File: src/common/ppg_pkg.sv
package ppg_pkg;

  localparam int PW_W = 16;

  // protection tag / privilege codes
  localparam logic [1:0] LVL_NONE      = 2'h0;
  localparam logic [1:0] LVL_USER      = 2'h1;
  localparam logic [1:0] LVL_INSTALLER = 2'h2;
  localparam logic [1:0] LVL_MAKER     = 2'h3;

  // parameter numbers of the password set
  localparam logic [15:0] PAR_ENTERED  = 16'h0000;
  localparam logic [15:0] PAR_PW_MAKER = 16'h0001;
  localparam logic [15:0] PAR_PW_INST  = 16'h0002;
  localparam logic [15:0] PAR_PW_USER  = 16'h0003;
  localparam logic [15:0] PAR_PW_SER   = 16'h0004;

  localparam logic [15:0] PW_SER_RESET = 16'h007B; // decimal 123
  localparam logic [15:0] PW_ZERO      = 16'h0000;

  // serial holding registers
  localparam logic [15:0] HR_SER_PW  = 16'h0065; // decimal 101
  localparam logic [15:0] HR_SER_CMD = 16'h0066; // decimal 102

  // timing
  localparam longint CLK_HZ        = 250_000_000;
  localparam longint IDLE_TIME_S   = 600;
  localparam longint IDLE_CYCLES   = IDLE_TIME_S * CLK_HZ;
  localparam longint SER_WIN_S     = 5;
  localparam longint SER_WIN_CYCLES = SER_WIN_S * CLK_HZ;

endpackage

File: src/rtl/ppg_gate.sv
// The address-and-strobe port and the address map were decided locally.
`timescale 1ns/1ps
`default_nettype none
module ppg_gate
  import ppg_pkg::*;
#(
  parameter longint IDLE_CYC = IDLE_CYCLES,
  parameter longint SER_CYC  = SER_WIN_CYCLES
) (
  input  wire logic        clk,
  input  wire logic        rst,
  input  wire logic        ce,
  input  wire logic        mode_off_reset,
  input  wire logic        prog_active,
  input  wire logic [15:0] reg_addr,
  input  wire logic [15:0] reg_wdata,
  input  wire logic        reg_wr,
  input  wire logic        reg_rd,
  output logic      [15:0] reg_rdata,
  input  wire logic [1:0]  par_tag,
  input  wire logic        par_special,
  output logic             par_wr_ok,
  output logic [1:0]       priv_level,
  output logic             code_valid,
  input  wire logic        ser_wr,
  input  wire logic [15:0] ser_addr,
  input  wire logic [15:0] ser_wdata,
  output logic             ser_cmd_valid,
  output logic      [15:0] ser_cmd
);

  ////////////////////////////////////////////////////////////////////////////
  // password store

  logic [15:0] pw_maker_q;
  logic [15:0] pw_inst_q;
  logic [15:0] pw_user_q;
  logic [15:0] pw_ser_q;
  logic [15:0] entered_q;
  logic [1:0]  priv;
  logic        maker_set;
  logic        inst_set;
  logic        user_set;
  logic        hit_maker;
  logic        hit_inst;
  logic        hit_user;
  logic        valid;
  logic        wr_ok_comb;

  // a zero stored value means no password at that level
  assign maker_set = (pw_maker_q != PW_ZERO);
  assign inst_set  = (pw_inst_q  != PW_ZERO);
  assign user_set  = (pw_user_q  != PW_ZERO);

  // exact full-width match, zero never matches
  assign hit_maker = (entered_q != PW_ZERO) && maker_set && (entered_q == pw_maker_q);
  assign hit_inst  = (entered_q != PW_ZERO) && inst_set  && (entered_q == pw_inst_q);
  assign hit_user  = (entered_q != PW_ZERO) && user_set  && (entered_q == pw_user_q);
  assign valid     = hit_maker | hit_inst | hit_user;

  ////////////////////////////////////////////////////////////////////////////
  // effective privilege

  // compare entered code, raise through unprotected upper levels
  always_comb begin
    priv = LVL_NONE;
    if (hit_maker) begin
      priv = LVL_MAKER;
    end else if (hit_inst) begin
      priv = maker_set ? LVL_INSTALLER : LVL_MAKER;
    end else if (hit_user) begin
      if (!inst_set && !maker_set) begin
        priv = LVL_MAKER;
      end else if (!inst_set) begin
        priv = LVL_INSTALLER;
      end else begin
        priv = LVL_USER;
      end
    end else if (!user_set) begin
      // no valid code: free levels up to the first configured password
      if (!inst_set && !maker_set) begin
        priv = LVL_MAKER;
      end else if (!inst_set) begin
        priv = LVL_INSTALLER;
      end else begin
        priv = LVL_USER;
      end
    end else begin
      priv = LVL_NONE;
    end
  end

  // tag against privilege, mode and special lock
  always_comb begin
    wr_ok_comb = 1'b0;
    if (par_tag != LVL_NONE) begin
      unique case (par_tag)
        LVL_MAKER:     wr_ok_comb = (priv == LVL_MAKER);
        LVL_INSTALLER: wr_ok_comb = (priv == LVL_MAKER) || (priv == LVL_INSTALLER);
        LVL_USER:      wr_ok_comb = (priv != LVL_NONE);
        default:       wr_ok_comb = 1'b0;
      endcase
    end
    if (par_special && !hit_maker) begin
      wr_ok_comb = 1'b0;
    end
    if (!mode_off_reset) begin
      wr_ok_comb = 1'b0;
    end
  end

  assign par_wr_ok  = wr_ok_comb;
  assign priv_level = priv;
  assign code_valid = valid;

  ////////////////////////////////////////////////////////////////////////////
  // register writes

  logic write_pw_ok;
  // password writes need an open gate for that rank
  assign write_pw_ok = mode_off_reset && (priv != LVL_NONE);

  // entered code register with idle clear
  logic [63:0] idle_q;
  always_ff @(posedge clk or posedge rst) begin
    if (rst) begin
      entered_q <= PW_ZERO;
      idle_q    <= 64'h0;
    end else if (ce) begin
      if (reg_wr && reg_addr == PAR_ENTERED) begin
        entered_q <= reg_wdata;
        idle_q    <= 64'h0;
      end else if (prog_active) begin
        idle_q <= 64'h0;
      end else if (idle_q >= 64'(IDLE_CYC) - 64'h1) begin
        entered_q <= PW_ZERO;
        idle_q    <= 64'h0;
      end else begin
        idle_q <= idle_q + 64'h1;
      end
    end
  end

  // stored passwords, lower ones writable by higher rank
  always_ff @(posedge clk or posedge rst) begin
    if (rst) begin
      pw_maker_q <= PW_ZERO;
      pw_inst_q  <= PW_ZERO;
      pw_user_q  <= PW_ZERO;
      pw_ser_q   <= PW_SER_RESET;
    end else if (ce && reg_wr && write_pw_ok) begin
      unique case (reg_addr)
        PAR_PW_MAKER: if (priv == LVL_MAKER) pw_maker_q <= reg_wdata;
        PAR_PW_INST:  if (priv == LVL_MAKER || priv == LVL_INSTALLER) pw_inst_q <= reg_wdata;
        PAR_PW_USER:  pw_user_q <= reg_wdata;
        PAR_PW_SER:   if (priv == LVL_MAKER) pw_ser_q <= reg_wdata;
        default:      ;
      endcase
    end
  end

  ////////////////////////////////////////////////////////////////////////////
  // register reads, passwords hidden without a valid code

  always_ff @(posedge clk or posedge rst) begin
    if (rst) begin
      reg_rdata <= 16'h0000;
    end else if (ce) begin
      reg_rdata <= 16'h0000;
      if (reg_rd) begin
        unique case (reg_addr)
          PAR_ENTERED:  reg_rdata <= entered_q;
          PAR_PW_MAKER: reg_rdata <= valid ? pw_maker_q : 16'h0000;
          PAR_PW_INST:  reg_rdata <= valid ? pw_inst_q  : 16'h0000;
          PAR_PW_USER:  reg_rdata <= valid ? pw_user_q  : 16'h0000;
          PAR_PW_SER:   reg_rdata <= valid ? pw_ser_q   : 16'h0000;
          default:      reg_rdata <= 16'h0000;
        endcase
      end
    end
  end

  ////////////////////////////////////////////////////////////////////////////
  // serial command gate

  logic        armed_q;
  logic [63:0] win_q;
  always_ff @(posedge clk or posedge rst) begin
    if (rst) begin
      armed_q       <= 1'b0;
      win_q         <= 64'h0;
      ser_cmd_valid <= 1'b0;
      ser_cmd       <= 16'h0000;
    end else if (ce) begin
      ser_cmd_valid <= 1'b0;
      if (armed_q) begin
        win_q <= win_q + 64'h1;
        if (win_q >= 64'(SER_CYC) - 64'h1) begin
          armed_q <= 1'b0;
        end
      end
      if (ser_wr && ser_addr == HR_SER_PW) begin
        armed_q <= (ser_wdata == pw_ser_q);
        win_q   <= 64'h0;
      end else if (ser_wr && ser_addr == HR_SER_CMD) begin
        if (armed_q) begin
          ser_cmd_valid <= 1'b1;
          ser_cmd       <= ser_wdata;
        end
        armed_q <= 1'b0;
      end
    end
  end

endmodule
`default_nettype wire

File: config.mk
export PLATFORM = sky130hd
export DESIGN_NAME = ppg_gate
export DESIGN_NICKNAME = d
export VERILOG_FILES = /design/src/common/ppg_pkg.sv /design/src/rtl/ppg_gate.sv
export SDC_FILE = /design/constraint.sdc
export NUM_CORES = 1
export LEC_CHECK = 0
export BUFFER_PORTS_ARGS = -buffer_cell sky130_fd_sc_hd__buf_4
export CAP_MARGIN = 20
export CELL_PAD_IN_SITES_DETAIL_PLACEMENT = 1
export CELL_PAD_IN_SITES_GLOBAL_PLACEMENT = 2
export CORE_MARGIN = 1.5
export CORE_UTILIZATION = 42
export DETAILED_ROUTE_END_ITERATION = 8
export PLACE_DENSITY_LB_ADDON = 0.12
export SYNTH_ARGS = -nofsm -noshare
export SYNTH_HDL_FRONTEND = slang
export SYNTH_SLANG_ARGS = --single-unit
File: constraint.sdc
create_clock -name clk -period 12.15 [get_ports clk]
set_clock_uncertainty 0.05 [all_clocks]
set_input_delay 1.215 -clock clk [delete_from_list [all_inputs] [get_ports clk]]
set_output_delay 1.215 -clock clk [all_outputs]
set_load 0.01 [all_outputs]
After elaboration in Yosys (flattened, before gate mapping):

Index checks and enable logic that the tools add are counted.

* register bits after elaboration: 242
* input port bits: 75
* word-level logic and storage cells: 100
* output and inout bits: 37

* magnitude comparators: 2
* $add $sub $neg: 2
* bitwise gates (word level): 3
* eq/ne operators: 16
* reductions and logical operators: 34
* muxes and demuxes: 32

Operators by type and width (number)
* $mux 64: 5
* $add 64x1->64 const B: 2
* $mux 16: 8
* $pmux 16 s5: 1
* $eq 16x16->1: 4
* $ge 64x31->1 const B: 1
* $ge 64x38->1 const B: 1
* $reduce_bool 16->1: 4
* $eq 16x2->1 const B: 2
* $eq 16x7->1 const B: 2
* $eq 16x1->1 const B: 1
* $eq 16x3->1 const B: 1
* $logic_not 16->1: 1
* $logic_and 1x1->1: 14
* $mux 2: 6
* $reduce_and 3->1: 4
* $mux 1: 11
* $eq 2x2->1 const B: 4
* $reduce_bool 2->1: 4
* $reduce_and 2->1: 2
* $reduce_and 4->1: 1
* $logic_not 1->1: 3
* $pmux 1 s3: 1
* $eq 2x1->1 const B: 1
* 4 further kinds: 5

Depth between registers and ports, before layout:

* depth after elaboration: 14
* mapped depth: 9
* mapped depth without buffers: 7

Worst setup path after synthesis:

Ideal clock, no wire load.

* path kind: in2reg
* from: input port reg_addr[8]
* to: register pw_ser_q[2]
* required time: 11.975 ns
* path buffers: 2
* arrival: 3.063 ns
* stages: 8
* setup slack: 8.912 ns
* setup time: 0.125 ns
* cells stage by stage: nor4_1 > nor4b_1 > nand4_1 > nor4_1 > a221o_1 > buf_2 > buf_6 > mux2_2

* longest elaborated chain between the ends: 2

Ends and longest elaborated chain
* from (decl): line ppg_gate.sv:15 `input wire logic [15:0] reg_addr,`
* $eq 16x3->1: line ppg_gate.sv:152 `unique case (reg_addr)`
* $reduce_and 3->1 (no source line)
* to (signal assigned): line ppg_gate.sv:156 `PAR_PW_SER: if (priv == LVL_MAKER) pw_ser_q <= reg_wdata;`
* to (decl): line ppg_gate.sv:38 `logic [15:0] pw_ser_q;`

Every way passes these cells.
A chain may end at the register's enable or synchronous reset.

Worst setup path after layout:

* from: register entered_q[15]
* to: output port par_wr_ok

* longest elaborated chain between the ends: 12
* elaborated cells on any way between the ends: 23
* classes of those cells: 5 x eq/ne; 7 x mux; 11 x reduce/logical

Ends and longest elaborated chain
* from (decl): line ppg_gate.sv:39 `logic [15:0] entered_q;`
* from (signal assigned): line ppg_gate.sv:131 `entered_q <= reg_wdata;`
* $reduce_bool 16->1: line ppg_gate.sv:56, ppg_gate.sv:57, ppg_gate.sv:58
* $logic_and 1x1->1 (2 in series): line ppg_gate.sv:58 `assign hit_user = (entered_q != PW_ZERO) && user_set && (entered_q == pw_user_q);`
* $mux 2: line ppg_gate.sv:71 `end else if (hit_user) begin`
* $mux 2: line ppg_gate.sv:69 `end else if (hit_inst) begin`
* $mux 2: line ppg_gate.sv:67 `if (hit_maker) begin`
* $eq 2x2->1, on equally long branches: line ppg_gate.sv:98, ppg_gate.sv:99
* $logic_or 1x1->1: line ppg_gate.sv:99 `LVL_INSTALLER: wr_ok_comb = (priv == LVL_MAKER) || (priv == LVL_INSTALLER);`
* $pmux 1 s3: line ppg_gate.sv:97 `unique case (par_tag)`
* $mux 1: line ppg_gate.sv:96 `if (par_tag != LVL_NONE) begin`
* $mux 1 (*): line ppg_gate.sv:104 `if (par_special && !hit_maker) begin`
* $mux 1 (*): line ppg_gate.sv:107 `if (!mode_off_reset) begin`
* to (decl): line ppg_gate.sv:22 `output logic par_wr_ok,`

Mark *: on every way between the ends. The rest lies on a longest branch, timed or not.

==> impl_metrics.tcl <==
set metrics [dict create \
    clock_latency_ns 0.55 \
    wl_per_cell_um 22.7 \
    grt_pass1_vias 11072 \
    rsz0062_at_grt "false" \
    clock_sinks 242 \
    finalWorstSetupSlack_ns 7.89 \
    min_period_ns 4.26 \
    nNetsFinal 1409 \
    numCtsBuffers 28 \
    grtUsageTotal_pct 25.7 \
    dpl.hpwl_mm 26.8 \
    r2r_setup_slack_ns 8.67 \
    setup_viol 0 \
    fp.dieW_um 178 \
    max-cap-violations 0 \
    r2r_start "entered_q[15]$_DFFE_PP0P_" \
    ys_ff_latch 242 \
    dieArea_sq_um 31600 \
    endpoint "par_wr_ok" \
    cp-start-kind "register" \
    syn_to_final_growth_pct 16.9 \
    ctsHoldBuffers 0 \
    fmax_ghz 0.235 \
    synth_top_cell_area_share_pct 46.0 \
    finalWirelength_mm 39.5 \
    slew_headroom_pct 25.5 \
    power_per_cell_area_nw_per_um2 123 \
    final_hold_viol_count 0 \
    place_ws_ns 7.97 \
    n_antenna_cell 0 \
    post_cts_buffers 0 \
    avgSynthCellArea_sq_um 10.3 \
    max_slew.worst_pin.slew_ns 1.12 \
    die_y_um 178 \
    htreeDepth 1 \
    synth.top_cells.by_count "dfrtp_1, nand2_1, nor4_1" \
    worstPathRequired_ns 10.89 \
    vias_per_cell 6.11 \
    hold_path.class "reg2reg" \
    syn-num-nets 1325 \
    core_sq_um 29900 \
    yosys_warnings 0 \
    ys.flop_type "dfrtp_1" \
    cts_resized 0 \
    path_class "reg2out" \
    antenna_found_initial 0 \
    postSynth.asyncResetShare_pct 100 \
    grt_max_degree 95 \
    critPathCaptureType "primary output" \
    tns_ns 0 \
    synth.yosys.seq_area_share_pct 47.3 \
    cts-root-buf "clkbuf_16" \
    initial_core_util_pct 43.0 \
    cp_data_arrival_time_ns 2.99 \
    crit_start "entered_q[15]$_DFFE_PP0P_" \
    period_share_pct 35.0 \
    yosys.area.top_type "dfrtp_1" \
    drt.antenna.violating_nets 0 \
    critPathMaxFanout 6 \
    p_leak_nw 6.80 \
    postSynthCellCount 1248 \
    ioPinCount 112 \
    synthTopCellsByArea "dfrtp_1, mux2_2, xor2_1" \
    synth-edff-count 0 \
    r2r-end "pw_inst_q[15]$_DFFE_PP0P_" \
    synth_most_common_cell "dfrtp_1" \
    first_iter_violations 588 \
    clockBufferDepth 3 \
    outcome "finished clean" \
    fin_hold_ws_ns 0.435 \
    first_pass_iters 7 \
    row_count 63 \
    gp_congestion 0.872 \
    syn_area_sq_um 12800 \
    gr-total-overflow 0 \
    slew_viol_final 0 \
    grt_pass1_wl_mm 63.7 \
    cts_tree "done" \
    layout-drive-gt1-share_pct 20.4 \
    synth_cell_type_count 80 \
    port_buffers 111 \
    clkTransAtPathRegs_ns 0.06 \
    r2r_cells 6 \
    vias 10654 \
    drc 0 \
    vdd_drop_max_uv 130 \
]
worst max-delay path, cell delays in order, from the launching register on:
cell and delay, ns:
dfrtp_1 0.50, xor2_1 0.22, nor4_1 0.55, nand4_1 0.26, or2_2 0.37, a31oi_1 0.17
a21boi_0 0.22, buf_4 0.16
layer usage:
layer,track usage (%),wire (um),up-vias
li1,-,-,4873
met1,35.5,18000,5499
met2,42.2,19000,228
met3,4.37,1830,54
met4,5.85,746,0
met5,0,0,-
area by class of cell:
class                           instances  area [sq um]
Inverter                               19          78.8
Fill cell                            3292         14900
Timing Repair Buffer                  128           981
Multi-Input combinational cell        913          6380
Sequential cell                       242          6060
Tap cell                              390           488
Clock inverter                         12           215
Clock buffer                           40           797
worst min-delay path by stage:
stage,depth (start not counted),to,slack (ns),start
final,1,ser_cmd_valid$_DFFE_PP0P_,0.44,ser_cmd_valid$_DFFE_PP0P_
after global routing,1,ser_cmd_valid$_DFFE_PP0P_,0.46,ser_cmd_valid$_DFFE_PP0P_
after CTS,1,ser_cmd_valid$_DFFE_PP0P_,0.44,ser_cmd_valid$_DFFE_PP0P_
after detailed placement,1,ser_cmd_valid$_DFFE_PP0P_,0.42,ser_cmd_valid$_DFFE_PP0P_
after global placement,1,ser_cmd_valid$_DFFE_PP0P_,0.42,ser_cmd_valid$_DFFE_PP0P_
after floorplan,1,idle_q[40]$_DFFE_PP0P_,0.41,idle_q[40]$_DFFE_PP0P_
flip-flops by register name (all words and copies together), names as in the netlist:
name and flops:
reg_rdata 16, idle_q 64, win_q 64, pw_ser_q 16
ser_cmd 16, entered_q 16, armed_q 1, pw_maker_q 16
pw_inst_q 16, ser_cmd_valid 1, pw_user_q 16
metrics by stage:
step | utilization (%) | power, W | area [sq um] | cells
floorplan | - | 0.000881 | 12800 | 1248
global placement | 46.7 | 0.000922 | 14000 | 1691
detailed placement | 46.7 | 0.000924 | 14000 | 1691
CTS | 50.1 | 0.00186 | 15000 | 1743
global route | 50.2 | 0.00190 | 15000 | 1744
finish | 50.2 | 0.00184 | 15000 | 1744
where the power goes:
group / total (W) / switching, W / internal, W
Clock: 0.000929 / 0.000347 / 0.000582
Sequential: 0.000829 / 0.0000130 / 0.000816
Combinational: 0.0000815 / 0.0000493 / 0.0000322
placed cells by master, fill, tap and decap left out, drive strengths merged, types with 10 or more instances in the layout:
master,synthesis,layout
o31ai,24,24
nor2b,30,30
o21ai,55,55
o211ai,13,13
a22oi,17,17
nor4,66,66
or3,17,17
inv,18,18
o21a,10,10
or4,33,33
nand2,98,98
a21oi,35,35
xnor2,36,36
a222oi,13,13
nor2,59,59
mux2,81,81
buf,36,128
nand3,49,49
nor3,20,20
nand4,44,44
clkbuf,38,40
a21boi,14,14
nor4b,10,10
and4,10,10
a22o,14,14
dfrtp,236,236
and3,23,23
xor2,56,56
o311ai,11,11
cell families (layout without fill, tap and decap cells):
group	Yosys count	count (layout)	synth area share (%)
AO/OA/AOI/OAI	249	249	14.0
XOR/XNOR	92	92	6.28
adder cells (fa/ha/maj)	2	2	0.195
AND/OR/NAND/NOR	484	484	21.3
multiplexers	86	86	7.79
buffers and inverters	93	199	3.23
flip-flops	242	242	47.3
No activity file was read; power rests on OpenSTA's default activity.
